<file path="src/shared/mic_defines.svh">
`ifndef MIC_DEFINES_SVH
`define MIC_DEFINES_SVH
// register byte addresses (printed offsets are not all multiples of four)
`define MIC_IDX_FLASH 8'h41
`define MIC_IDX_TIMC 8'h47
`define MIC_IDX_SER 8'h4F
`define MIC_IDX_PIN1 8'h59
`define MIC_IDX_PIN3 8'h5A
`define MIC_IDX_PIN0 8'h5D
`define MIC_ADDR_FLASH 12'h104
`define MIC_ADDR_TIMC 12'h11C
`define MIC_ADDR_SER 12'h13C
`define MIC_ADDR_PIN1 12'h164
`define MIC_ADDR_PIN3 12'h168
`define MIC_ADDR_PIN0 12'h174
`define MIC_ADDR_CPU 12'h200
`define MIC_ADDR_SSEL 12'h204
`define MIC_ADDR_EDGE 12'h208
`define MIC_ADDR_STAT 12'h20C
// fields
`define MIC_LVL_LSB 0
`define MIC_LVL_MSB 2
`define MIC_REQ_BIT 3
`define MIC_POL_BIT 4
`define MIC_RSV_BIT 5
`define MIC_FLG_I 6
`define MIC_FLG_D 3
`define MIC_FLG_U 7
`define MIC_LVL_OFF 3'h0
`define MIC_LVL_MAX 3'h7
`define MIC_SRC_NUM 6
`define MIC_SEQ_CYCLES 5'h14
`define MIC_INFO_ADDR 20'h00000
`define MIC_SWI_HI_LSB 5
`define MIC_RESP_OKAY 2'h0
`define MIC_RESP_SLVERR 2'h2
`define MIC_ZERO8 8'h00
`endif

</file>
<file path="src/shared/mic_pkg.sv">
package mic_pkg;
    typedef enum logic [6:0] {
        MIC_IDLE = 7'h01,
        MIC_INFO = 7'h02,
        MIC_FLAG = 7'h04,
        MIC_PUSH = 7'h08,
        MIC_IPL = 7'h10,
        MIC_VEC = 7'h20,
        MIC_WAIT = 7'h40
    } mic_state_t;
    typedef enum logic [1:0] {
        MIC_SRC_MASK = 2'h0,
        MIC_SRC_SPEC = 2'h1,
        MIC_SRC_SOFT = 2'h2
    } mic_kind_t;
endpackage : mic_pkg

</file>
<file path="src/core/mic_edge_det.sv">
`timescale 1ns/100ps
`include "mic_defines.svh"
module mic_edge_det
    import mic_pkg::*;
(
    // clock
    input wire logic aclk,
    input wire logic aresetn,
    // pin and mode
    input wire logic pin,
    input wire logic edge_polarity,
    input wire logic both,
    output logic hit
);
    logic s1_ff, s2_ff, s3_ff;
    logic nxt_s3;
    logic pol_ff;
    always_comb begin
        nxt_s3 = s2_ff;
    end
    always_ff @(posedge aclk) begin
        if (!aresetn) begin
            s1_ff <= 1'b1;
            s2_ff <= 1'b1;
            s3_ff <= 1'b1;
            pol_ff <= 1'b0;
        end else begin
            s1_ff <= pin;
            s2_ff <= s1_ff;
            s3_ff <= nxt_s3;
            pol_ff <= edge_polarity;
        end
    end
    // polarity flip seen as an edge on purpose: mirrors the silicon hazard
    logic lvl_now, lvl_old;
    assign lvl_now = edge_polarity ? s2_ff : ~s2_ff;
    assign lvl_old = pol_ff ? s3_ff : ~s3_ff;
    always_comb begin
        if (both) begin
            hit = s2_ff ^ s3_ff;
        end else begin
            hit = lvl_now & ~lvl_old;
        end
    end
endmodule : mic_edge_det

</file>
<file path="src/core/mic_regfile.sv">
`timescale 1ns/100ps
`include "mic_defines.svh"
module mic_regfile
    import mic_pkg::*;
(
    // clock
    input wire logic aclk,
    input wire logic aresetn,
    // write side
    input wire logic we,
    input wire logic [2:0] widx,
    input wire logic [7:0] wdata,
    // hardware request set and acceptance clear
    input wire logic [5:0] set_req,
    input wire logic [5:0] clr_req,
    // read side
    input wire logic [2:0] ridx,
    output logic [7:0] rdata,
    output logic [5:0][7:0] regs
);
    logic [5:0][7:0] reg_ff, nxt_reg;
    logic [7:0] rdata_ff, nxt_rdata;
    assign regs = reg_ff;
    assign rdata = rdata_ff;
    genvar g;
    generate
        for (g = 0; g < `MIC_SRC_NUM; g++) begin : g_src
            always_comb begin
                nxt_reg[g] = reg_ff[g];
                if (we && widx == 3'(g)) begin
                    nxt_reg[g][`MIC_LVL_MSB:`MIC_LVL_LSB] = wdata[`MIC_LVL_MSB:`MIC_LVL_LSB];
                    if (g >= 3) begin
                        nxt_reg[g][`MIC_POL_BIT] = wdata[`MIC_POL_BIT];
                        nxt_reg[g][`MIC_RSV_BIT] = wdata[`MIC_RSV_BIT];
                        // only a clear is honoured
                        if (!wdata[`MIC_REQ_BIT]) begin
                            nxt_reg[g][`MIC_REQ_BIT] = 1'b0;
                        end
                    end
                end
                if (clr_req[g]) begin
                    nxt_reg[g][`MIC_REQ_BIT] = 1'b0;
                end
                // set beats any clear in the same cycle
                if (set_req[g]) begin
                    nxt_reg[g][`MIC_REQ_BIT] = 1'b1;
                end
            end
        end
    endgenerate
    always_comb begin
        nxt_rdata = (ridx < 3'(`MIC_SRC_NUM)) ? reg_ff[ridx] : `MIC_ZERO8;
    end
    always_ff @(posedge aclk) begin
        if (!aresetn) begin
            reg_ff <= '0;
            rdata_ff <= `MIC_ZERO8;
        end else begin
            reg_ff <= nxt_reg;
            rdata_ff <= nxt_rdata;
        end
    end
endmodule : mic_regfile

</file>
<file path="src/core/mic_ctrl.sv">
// Our own choice: register access over AXI4-Lite.
`timescale 1ns/100ps
`include "mic_defines.svh"
// Behaviour
// control register bits 0-2 hold level; 000 disables, 7 highest
// software may only clear the request flag by writing 0; code clears it only for pin sources 3-5, not 0-2
// edge polarity bit 4: 0 falling edge, 1 rising edge
// software keeps polarity 0 when both-edge detection is chosen
// changing polarity may set the request flag
// software rewrites control only while its source is quiet
// global enable flag 1 allows maskable interrupts, 0 blocks all
// request flag set on request, cleared when accepted and vectored
// accept needs enable 1, request 1, level above processor level
// processor level passes only higher levels; 111 blocks all
// enable, request, level and processor level are independent storage
// request checked at instruction end; sequence starts next cycle
// string move, string store, multiply-accumulate get suspended immediately
// sequence reads address 00000h and clears accepted request flag
// flags copied, then I, D, U cleared; U kept for soft 32-63
// push flags and PC, load processor level, load PC from vector
// entry sequence lasts 20 cycles
// special sources set processor level 7; soft ones leave it
// first word: PC high 4, level 4, flags low 8; then PC low
// saving done as four byte-wide stack writes
// serial control register serves unit chosen by a select bit
// equal levels resolved by fixed hardware order
module mic_ctrl
    import mic_pkg::*;
(
    // clock and reset
    input wire logic aclk,
    input wire logic aresetn,
    // axi4-lite write
    input wire logic [11:0] s_axi_awaddr,
    input wire logic s_axi_awvalid,
    output logic s_axi_awready,
    input wire logic [31:0] s_axi_wdata,
    input wire logic [3:0] s_axi_wstrb,
    input wire logic s_axi_wvalid,
    output logic s_axi_wready,
    output logic [1:0] s_axi_bresp,
    output logic s_axi_bvalid,
    input wire logic s_axi_bready,
    // axi4-lite read
    input wire logic [11:0] s_axi_araddr,
    input wire logic s_axi_arvalid,
    output logic s_axi_arready,
    output logic [31:0] s_axi_rdata,
    output logic [1:0] s_axi_rresp,
    output logic s_axi_rvalid,
    input wire logic s_axi_rready,
    // request sources
    input wire logic flash_req,
    input wire logic timer_c_req,
    input wire logic serial_ssu_req,
    input wire logic serial_iic_req,
    input wire logic [2:0] ext_pin,
    // cpu side
    input wire logic insn_done,
    input wire logic insn_suspendable,
    input wire logic special_req,
    input wire logic special_sets_ipl,
    input wire logic soft_req,
    input wire logic [5:0] soft_num,
    input wire logic [7:0] cpu_flags,
    input wire logic [19:0] cpu_pc,
    input wire logic [19:0] vector_pc,
    input wire logic stack_ready,
    // cpu outputs
    output logic seq_busy,
    output logic info_rd,
    output logic [19:0] info_addr,
    output logic [2:0] ack_src,
    output logic stack_we,
    output logic [7:0] stack_byte,
    output logic [1:0] stack_step,
    output logic [7:0] new_flags,
    output logic pc_load,
    output logic [19:0] new_pc
);
    // ==================================================================
    // cpu flag/level storage
    // ==================================================================
    // software writes: flags byte 0, ipl bits 10:8; independent fields
    logic [7:0] flg_ff, nxt_flg, tmp_ff, nxt_tmp;
    logic [2:0] ipl_ff, nxt_ipl, lvl_ff, nxt_lvl;
    logic ssel_ff, nxt_ssel;
    logic [2:0] both_ff, nxt_both;
    mic_state_t st_ff, nxt_st;
    mic_kind_t kind_ff, nxt_kind;
    logic [4:0] cnt_ff, nxt_cnt;
    logic [1:0] byte_ff, nxt_byte;

    // ==================================================================
    // bus slave
    // ==================================================================
    logic aw_ff, nxt_aw, w_ff, nxt_w, bv_ff, nxt_bv, rv_ff, nxt_rv;
    logic [11:0] awa_ff, nxt_awa;
    logic [31:0] wd_ff, nxt_wd, rd_ff, nxt_rd;
    logic [1:0] br_ff, nxt_br, rr_ff, nxt_rr;
    logic ar_pend_ff, nxt_ar_pend;
    logic [11:0] ara_ff, nxt_ara;
    logic do_wr;
    logic [2:0] widx, ridx;
    logic [7:0] rf_rdata;
    logic [5:0][7:0] regs;
    logic [5:0] set_req, clr_req;

    function automatic logic [2:0] map_idx(input logic [11:0] a);
        case (a)
            `MIC_ADDR_FLASH: map_idx = 3'h0;
            `MIC_ADDR_TIMC: map_idx = 3'h1;
            `MIC_ADDR_SER: map_idx = 3'h2;
            `MIC_ADDR_PIN1: map_idx = 3'h3;
            `MIC_ADDR_PIN3: map_idx = 3'h4;
            `MIC_ADDR_PIN0: map_idx = 3'h5;
            default: map_idx = 3'h7;
        endcase
    endfunction : map_idx

    function automatic logic known(input logic [11:0] a);
        known = (map_idx(a) != 3'h7) || a == `MIC_ADDR_CPU || a == `MIC_ADDR_SSEL
            || a == `MIC_ADDR_EDGE || a == `MIC_ADDR_STAT;
    endfunction : known

    assign do_wr = aw_ff && w_ff && !bv_ff;
    assign widx = map_idx(awa_ff);
    assign ridx = map_idx(s_axi_araddr);

    always_comb begin
        nxt_aw = aw_ff;
        nxt_awa = awa_ff;
        nxt_w = w_ff;
        nxt_wd = wd_ff;
        nxt_bv = bv_ff;
        nxt_br = br_ff;
        if (s_axi_awvalid && !aw_ff) begin
            nxt_aw = 1'b1;
            nxt_awa = s_axi_awaddr;
        end
        if (s_axi_wvalid && !w_ff) begin
            nxt_w = 1'b1;
            nxt_wd = s_axi_wdata;
        end
        if (do_wr) begin
            nxt_bv = 1'b1;
            nxt_br = known(awa_ff) ? `MIC_RESP_OKAY : `MIC_RESP_SLVERR;
        end
        if (bv_ff && s_axi_bready) begin
            nxt_bv = 1'b0;
            nxt_aw = 1'b0;
            nxt_w = 1'b0;
        end
    end

    // read data registered once in regfile; answer two cycles after address
    always_comb begin
        nxt_ar_pend = ar_pend_ff;
        nxt_ara = ara_ff;
        nxt_rv = rv_ff;
        nxt_rd = rd_ff;
        nxt_rr = rr_ff;
        if (s_axi_arvalid && !ar_pend_ff && !rv_ff) begin
            nxt_ar_pend = 1'b1;
            nxt_ara = s_axi_araddr;
        end
        if (ar_pend_ff) begin
            nxt_ar_pend = 1'b0;
            nxt_rv = 1'b1;
            nxt_rr = known(ara_ff) ? `MIC_RESP_OKAY : `MIC_RESP_SLVERR;
            case (ara_ff)
                `MIC_ADDR_CPU: nxt_rd = {21'h0, ipl_ff, flg_ff};
                `MIC_ADDR_SSEL: nxt_rd = {31'h0, ssel_ff};
                `MIC_ADDR_EDGE: nxt_rd = {29'h0, both_ff};
                `MIC_ADDR_STAT: nxt_rd = {22'h0, byte_ff, ack_src, st_ff == MIC_IDLE ? 1'b0 : 1'b1,
                    cnt_ff[3:0]};
                default: nxt_rd = {24'h0, rf_rdata};
            endcase
        end
        if (rv_ff && s_axi_rready) begin
            nxt_rv = 1'b0;
        end
    end

    always_ff @(posedge aclk) begin
        if (!aresetn) begin
            aw_ff <= 1'b0;
            awa_ff <= 12'h000;
            w_ff <= 1'b0;
            wd_ff <= 32'h00000000;
            bv_ff <= 1'b0;
            br_ff <= `MIC_RESP_OKAY;
            ar_pend_ff <= 1'b0;
            ara_ff <= 12'h000;
            rv_ff <= 1'b0;
            rd_ff <= 32'h00000000;
            rr_ff <= `MIC_RESP_OKAY;
        end else begin
            aw_ff <= nxt_aw;
            awa_ff <= nxt_awa;
            w_ff <= nxt_w;
            wd_ff <= nxt_wd;
            bv_ff <= nxt_bv;
            br_ff <= nxt_br;
            ar_pend_ff <= nxt_ar_pend;
            ara_ff <= nxt_ara;
            rv_ff <= nxt_rv;
            rd_ff <= nxt_rd;
            rr_ff <= nxt_rr;
        end
    end
    // ready pulses when a channel is first captured
    logic awr_ff, wr_ff, arr_ff;
    always_ff @(posedge aclk) begin
        if (!aresetn) begin
            awr_ff <= 1'b0;
            wr_ff <= 1'b0;
            arr_ff <= 1'b0;
        end else begin
            awr_ff <= s_axi_awvalid && !aw_ff && !awr_ff;
            wr_ff <= s_axi_wvalid && !w_ff && !wr_ff;
            arr_ff <= s_axi_arvalid && !ar_pend_ff && !rv_ff && !arr_ff;
        end
    end
    assign s_axi_awready = awr_ff;
    assign s_axi_wready = wr_ff;
    assign s_axi_arready = arr_ff;
    assign s_axi_bvalid = bv_ff;
    assign s_axi_bresp = br_ff;
    assign s_axi_rvalid = rv_ff;
    assign s_axi_rdata = rd_ff;
    assign s_axi_rresp = rr_ff;

    // ==================================================================
    // request sources
    // ==================================================================
    logic [2:0] pin_hit;
    logic [2:0] pin_pol;
    assign pin_pol = {regs[5][`MIC_POL_BIT], regs[4][`MIC_POL_BIT], regs[3][`MIC_POL_BIT]};
    genvar p;
    generate
        for (p = 0; p < 3; p++) begin : g_pin
            mic_edge_det u_edge (
                .aclk(aclk),
                .aresetn(aresetn),
                .pin(ext_pin[p]),
                .edge_polarity(pin_pol[p]),
                .both(both_ff[p]),
                .hit(pin_hit[p])
            );
        end
    endgenerate
    logic [2:0] per_ff;
    always_ff @(posedge aclk) begin
        if (!aresetn) begin
            per_ff <= 3'h0;
        end else begin
            per_ff <= {ssel_ff ? serial_iic_req : serial_ssu_req, timer_c_req, flash_req};
        end
    end
    assign set_req = {pin_hit, per_ff};

    mic_regfile u_rf (
        .aclk(aclk),
        .aresetn(aresetn),
        .we(do_wr && widx != 3'h7),
        .widx(widx),
        .wdata(wd_ff[7:0]),
        .set_req(set_req),
        .clr_req(clr_req),
        .ridx(ridx),
        .rdata(rf_rdata),
        .regs(regs)
    );

    // ==================================================================
    // arbitration
    // ==================================================================
    logic cand_v;
    logic [2:0] cand_src, cand_lvl;
    always_comb begin
        cand_v = 1'b0;
        cand_src = 3'h0;
        cand_lvl = `MIC_LVL_OFF;
        // lower index wins ties: strict greater-than keeps the first
        for (int i = 0; i < `MIC_SRC_NUM; i++) begin
            if (regs[i][`MIC_REQ_BIT] && regs[i][`MIC_LVL_MSB:`MIC_LVL_LSB] > ipl_ff
                && regs[i][`MIC_LVL_MSB:`MIC_LVL_LSB] > cand_lvl) begin
                cand_v = 1'b1;
                cand_src = 3'(i);
                cand_lvl = regs[i][`MIC_LVL_MSB:`MIC_LVL_LSB];
            end
        end
        cand_v = cand_v && flg_ff[`MIC_FLG_I];
    end
    logic take;
    assign take = (insn_done || insn_suspendable)
        && (special_req || soft_req || cand_v);

    // ==================================================================
    // entry sequencer
    // ==================================================================
    logic [15:0] push_hi, push_lo;
    assign push_hi = {cpu_pc[19:16], 1'b0, ipl_ff, tmp_ff};
    assign push_lo = cpu_pc[15:0];
    logic [7:0] push_b;
    always_comb begin
        case (byte_ff)
            2'h0: push_b = push_hi[15:8];
            2'h1: push_b = push_hi[7:0];
            2'h2: push_b = push_lo[15:8];
            default: push_b = push_lo[7:0];
        endcase
    end

    logic o_info_ff, o_we_ff, o_pcl_ff;
    logic [2:0] o_src_ff;
    logic [19:0] o_pc_ff;
    logic [7:0] o_byte_ff;
    always_comb begin
        nxt_st = st_ff;
        nxt_cnt = cnt_ff + 5'h1;
        nxt_kind = kind_ff;
        nxt_lvl = lvl_ff;
        nxt_tmp = tmp_ff;
        nxt_flg = flg_ff;
        nxt_ipl = ipl_ff;
        nxt_byte = byte_ff;
        nxt_ssel = ssel_ff;
        nxt_both = both_ff;
        clr_req = 6'h0;
        if (do_wr && awa_ff == `MIC_ADDR_CPU) begin
            nxt_flg = wd_ff[7:0];
            nxt_ipl = wd_ff[10:8];
        end
        if (do_wr && awa_ff == `MIC_ADDR_SSEL) begin
            nxt_ssel = wd_ff[0];
        end
        if (do_wr && awa_ff == `MIC_ADDR_EDGE) begin
            nxt_both = wd_ff[2:0];
        end
        case (st_ff)
            MIC_IDLE: begin
                nxt_cnt = 5'h0;
                if (take) begin
                    nxt_st = MIC_INFO;
                    nxt_kind = special_req ? MIC_SRC_SPEC : soft_req ? MIC_SRC_SOFT : MIC_SRC_MASK;
                    nxt_lvl = special_req ? `MIC_LVL_MAX : cand_lvl;
                    nxt_tmp = cpu_flags;
                    if (!special_req && !soft_req) begin
                        clr_req[cand_src] = 1'b1;
                    end
                end
            end
            MIC_INFO: nxt_st = MIC_FLAG;
            MIC_FLAG: begin
                nxt_flg = tmp_ff;
                nxt_flg[`MIC_FLG_I] = 1'b0;
                nxt_flg[`MIC_FLG_D] = 1'b0;
                if (!(kind_ff == MIC_SRC_SOFT && soft_num[`MIC_SWI_HI_LSB])) begin
                    nxt_flg[`MIC_FLG_U] = 1'b0;
                end
                nxt_byte = 2'h0;
                nxt_st = MIC_PUSH;
            end
            MIC_PUSH: begin
                if (stack_ready) begin
                    nxt_byte = byte_ff + 2'h1;
                    if (byte_ff == 2'h3) begin
                        nxt_st = MIC_IPL;
                    end
                end
            end
            MIC_IPL: begin
                if (kind_ff == MIC_SRC_MASK || (kind_ff == MIC_SRC_SPEC && special_sets_ipl)) begin
                    nxt_ipl = lvl_ff;
                end
                nxt_st = MIC_VEC;
            end
            MIC_VEC: nxt_st = MIC_WAIT;
            MIC_WAIT: begin
                if (cnt_ff >= `MIC_SEQ_CYCLES - 5'h1) begin
                    nxt_st = MIC_IDLE;
                end
            end
            default: nxt_st = MIC_IDLE;
        endcase
    end

    always_ff @(posedge aclk) begin
        if (!aresetn) begin
            st_ff <= MIC_IDLE;
            cnt_ff <= 5'h0;
            kind_ff <= MIC_SRC_MASK;
            lvl_ff <= `MIC_LVL_OFF;
            tmp_ff <= `MIC_ZERO8;
            flg_ff <= `MIC_ZERO8;
            ipl_ff <= `MIC_LVL_OFF;
            byte_ff <= 2'h0;
            ssel_ff <= 1'b0;
            both_ff <= 3'h0;
            o_info_ff <= 1'b0;
            o_src_ff <= 3'h0;
            o_we_ff <= 1'b0;
            o_byte_ff <= `MIC_ZERO8;
            o_pcl_ff <= 1'b0;
            o_pc_ff <= `MIC_INFO_ADDR;
        end else begin
            st_ff <= nxt_st;
            cnt_ff <= nxt_cnt;
            kind_ff <= nxt_kind;
            lvl_ff <= nxt_lvl;
            tmp_ff <= nxt_tmp;
            flg_ff <= nxt_flg;
            ipl_ff <= nxt_ipl;
            byte_ff <= nxt_byte;
            ssel_ff <= nxt_ssel;
            both_ff <= nxt_both;
            o_info_ff <= nxt_st == MIC_INFO;
            if (st_ff == MIC_IDLE && take) begin
                o_src_ff <= cand_src;
            end
            o_we_ff <= st_ff == MIC_PUSH && stack_ready;
            o_byte_ff <= push_b;
            o_pcl_ff <= st_ff == MIC_VEC;
            o_pc_ff <= vector_pc;
        end
    end
    assign seq_busy = st_ff != MIC_IDLE;
    assign info_rd = o_info_ff;
    assign info_addr = `MIC_INFO_ADDR;
    assign ack_src = o_src_ff;
    assign stack_we = o_we_ff;
    assign stack_byte = o_byte_ff;
    assign stack_step = byte_ff;
    assign new_flags = flg_ff;
    assign pc_load = o_pcl_ff;
    assign new_pc = o_pc_ff;

    // ==================================================================
    // checks
    // ==================================================================
    a_seq_len: assert property (@(posedge aclk) disable iff (!aresetn)
        $rose(seq_busy) |-> seq_busy [*8])
        else $error("entry sequence ended early");
    a_ipl_block: assert property (@(posedge aclk) disable iff (!aresetn)
        ipl_ff == `MIC_LVL_MAX |-> !cand_v)
        else $error("maskable passed at top level");
    a_enable_gate: assert property (@(posedge aclk) disable iff (!aresetn)
        !flg_ff[`MIC_FLG_I] |-> !cand_v)
        else $error("maskable passed with enable clear");
    a_flag_clear: assert property (@(posedge aclk) disable iff (!aresetn)
        st_ff == MIC_FLAG |=> !flg_ff[`MIC_FLG_I] && !flg_ff[`MIC_FLG_D])
        else $error("flags not cleared");
    a_push_four: assert property (@(posedge aclk) disable iff (!aresetn)
        st_ff == MIC_IPL |-> $past(byte_ff) == 2'h3)
        else $error("push count wrong");
    a_ipl_load: assert property (@(posedge aclk) disable iff (!aresetn)
        st_ff == MIC_IPL && kind_ff == MIC_SRC_MASK |=> ipl_ff == lvl_ff)
        else $error("level not loaded");
    a_req_clear: assert property (@(posedge aclk) disable iff (!aresetn)
        st_ff == MIC_IDLE && take && !special_req && !soft_req && !set_req[cand_src]
        |=> !regs[$past(cand_src)][`MIC_REQ_BIT])
        else $error("request not cleared");
    a_info_first: assert property (@(posedge aclk) disable iff (!aresetn)
        st_ff == MIC_IDLE && take |=> st_ff == MIC_INFO)
        else $error("sequence did not start");
    c_mask: cover property (@(posedge aclk) st_ff == MIC_IDLE && take && cand_v);
    c_spec: cover property (@(posedge aclk) st_ff == MIC_IDLE && take && special_req);
    c_push: cover property (@(posedge aclk) st_ff == MIC_PUSH && byte_ff == 2'h3);
endmodule : mic_ctrl

</file>
<file path="config.mk">
export PLATFORM = sky130hd
export DESIGN_NAME = mic_ctrl
export DESIGN_NICKNAME = d
export VERILOG_FILES = /design/src/shared/mic_pkg.sv /design/src/core/mic_edge_det.sv /design/src/core/mic_regfile.sv /design/src/core/mic_ctrl.sv
export VERILOG_INCLUDE_DIRS = /design/src /design/src/shared
export SDC_FILE = /design/constraint.sdc
export NUM_CORES = 1
export LEC_CHECK = 0
export BUFFER_PORTS_ARGS = -buffer_cell sky130_fd_sc_hd__buf_2
export CAP_MARGIN = 25
export CORE_ASPECT_RATIO = 1.5
export CORE_MARGIN = 2
export CORE_UTILIZATION = 40
export DETAILED_ROUTE_END_ITERATION = 8
export PLACE_DENSITY = 0.66
export SLEW_MARGIN = 20
export SYNTH_ARGS = -nofsm -noshare
export SYNTH_HDL_FRONTEND = slang
export SYNTH_HIERARCHICAL = 1
export SYNTH_SLANG_ARGS = --single-unit
</file>
<file path="constraint.sdc">
create_clock -name aclk -period 7.5 [get_ports aclk]
set_input_delay 0.375 -clock aclk [delete_from_list [all_inputs] [get_ports aclk]]
set_output_delay 0.375 -clock aclk [all_outputs]
set_load 0.005 [all_outputs]
</file>
==> flow_metrics.py <==
metrics = {
    "status": {
        "status": "completed",
    },
    "clocking": {
        "clk_pin_slew_ns": 0.07,
        "htree_levels": 4,
        "tritoncts": "done",
        "cts-buffers-inserted": 17,
        "clk_path_buf_depth": 2,
        "clk_latency_ns": 0.43,
        "clockRootBuffer": "clkbuf_16",
        "postCtsHoldBufs": 0,
        "cts_sinks": 183,
    },
    "timing": {
        "tns_ns": 0,
        "tightest_slew_ns": 0.923,
        "fin_crit_sh": 0.977,
        "timing.fmax_mhz": 137,
        "hold_violations": 0,
        "slew_viol_final": 0,
        "slew-limit-headroom": 0.383,
        "layout_min_cycle_time_ns": 7.32,
        "rsz0062_at_grt": "yes",
        "fin_skew_ns": 0.0127,
        "setup_slack_ns": 0.175,
        "finalSetupViolations": 0,
    },
    "placement": {
        "dpl-instance-area_um2": 10300,
        "dp_hpwl_um": 18200,
        "place_congestion": 0.858,
        "placedCellCount": 1469,
        "dp_slack_ns": -0.119,
        "io_buffers": 166,
    },
    "power_and_ir_drop": {
        "p_leak_uw": 0.00486,
        "ir_worst_vdd_mv": 0.156,
        "p_per_area_nw_per_um2": 187,
    },
    "floorplanning": {
        "die_area_um2": 24300,
        "die_h_um": 190,
        "die-width_um": 128,
        "core_area_um2": 22800,
        "boundaryPins": 240,
        "start_util": 0.404,
        "num_rows": 68,
    },
    "run": {
        "max_cap_violations": 0,
    },
    "setup_path": {
        "cp-start-kind": "register",
        "cp.required_ns": 7.83,
        "crit_fanout": 8,
        "cp-end-kind": "register",
        "arrival_ns": 7.66,
        "slowest_delay_ns": 0.43,
        "slowest_stage": "or3_4",
        "path_class": "register to register",
    },
    "drt": {
        "ant_nets": 0,
        "routed_wl_um": 24800,
        "vias": 7853,
        "first_pass_iters": 4,
        "viasPerCell": 5.20,
        "drc": 0,
        "drtIter0Drc": 313,
        "wire_per_inst_um": 16.4,
    },
    "global_routing": {
        "grt_pass1_wl_um": 37700,
        "antenna_found_initial": 0,
        "track_usage": 0.198,
        "use_met2": 0.365,
        "overflow": 0,
        "grt_max_degree": 90,
        "use_met1": 0.221,
        "grt.busiest_layer": "met2",
        "grt_pass1_vias": 7287,
        "use_met3": 0.0329,
    },
    "final_layout": {
        "area_delta_synth_final_pct": 22.9,
        "final_area_um2": 11300,
        "final_util": 0.496,
        "final_cells": 1511,
        "antenna_cells": 0,
        "drive_gt1_frac": 0.275,
        "fillers": 2226,
        "final_nets": 1390,
    },
    "synthesis": {
        "avgSynthCellArea_um2": 8.91,
        "synthesis.area_um2": 9200,
        "yosysWarnings": 6,
        "syn_inst": 1033,
    },
    "worst_hold_path": {
        "hold_class": "input port to register",
    },
}
==> worst max-delay path: cells and delay by family, from the launching register on <==
kind,cells,cell delay (ns)
muxes,1,0.26
AOI/OAI and AO/OA,11,1.77
buffers and inverters,3,0.27
DFF,1,0.33
and+or+nand+nor,20,3.03
adders and majority gates,6,1.58
==> state kept, by name, summed over array words and instances (netlist names), 5 cells and up <==
signal,cells
cnt_ff,5
new_pc,20
stack_byte,8
st_ff,7
wd_ff,11
u_rf/rdata,6
awa_ff,12
new_flags,8
ara_ff,12
tmp_ff,8
u_rf/regs,30
s_axi_rdata,11
==> where the power goes <==
part / internal (uW) / total (uW) / switching (uW)
clock: 467 / 868 / 401
sequential: 1010 / 1050 / 36.8
combinational: 94.7 / 202 / 107
==> final timing paths <==
path | startpoint | to | slack, ns | cells past startpoint
setup / recovery | ipl_ff[1] | u_rf/regs[35] | 0.18 | 41
hold / removal | ext_pin[1] | g_pin[1].u_edge/s1_ff | 0.12 | 2
setup reg to reg | ipl_ff[1] | u_rf/regs[35] | 0.18 | 41
hold reg to reg | g_pin[1].u_edge/s1_ff | g_pin[1].u_edge/nxt_s3 | 0.41 | 1
==> final cells by class <==
| class | count | area (um2) | share of cell area |
|---|---|---|---|
| Multi-Input combinational cell | 773 | 5370 | 0.475 |
| Sequential cell | 183 | 3670 | 0.324 |
| Timing Repair Buffer | 221 | 1270 | 0.112 |
| Clock buffer | 19 | 433 | 0.0383 |
| Tap cell | 280 | 350 | 0.0310 |
| Clock inverter | 13 | 139 | 0.0123 |
| Inverter | 22 | 82.6 | 0.00730 |
==> metrics by stage <==
step / total power, uW / hold WS [ns]
CTS: 2130 / 0.108
detailed placement: 1260 / 0.398
global placement: 1260 / 0.396
finish: 2120 / 0.123
global route: 2200 / 0.117
floorplan: 1190 / 0.386
==> cell usage in the layout, fill, tap and decap left out, types with 7 or more instances in the layout <==
cell type,count
nor2b_1,49
nand3_1,23
a222oi_1,7
buf_4,50
inv_1,18
nand3b_1,15
buf_2,165
ha_1,29
nor2_1,57
a211oi_1,9
o21a_1,7
o21ai_0,29
ha_4,7
conb_1,45
a22oi_1,8
nor3_1,12
mux2i_1,68
a21boi_0,36
and2_1,38
nand2_1,124
dfxtp_1,177
clkbuf_16,17
nand2b_1,21
o21ai_1,7
a21oi_1,37
==> routing by layer <==
metal	vias up	share of wire
met5	-	0
met4	0	0.030
met3	42	0.046
met2	237	0.52
met1	3698	0.40
li1	3876	-
==> repair_timing <==
action,CTS,global route
cloned,0,1
endpoints found under the setup margin,16,25
pin swaps,0,18
buffers inserted,0,10
gates resized for setup,7,74
(Power assumes the default switching activity.)
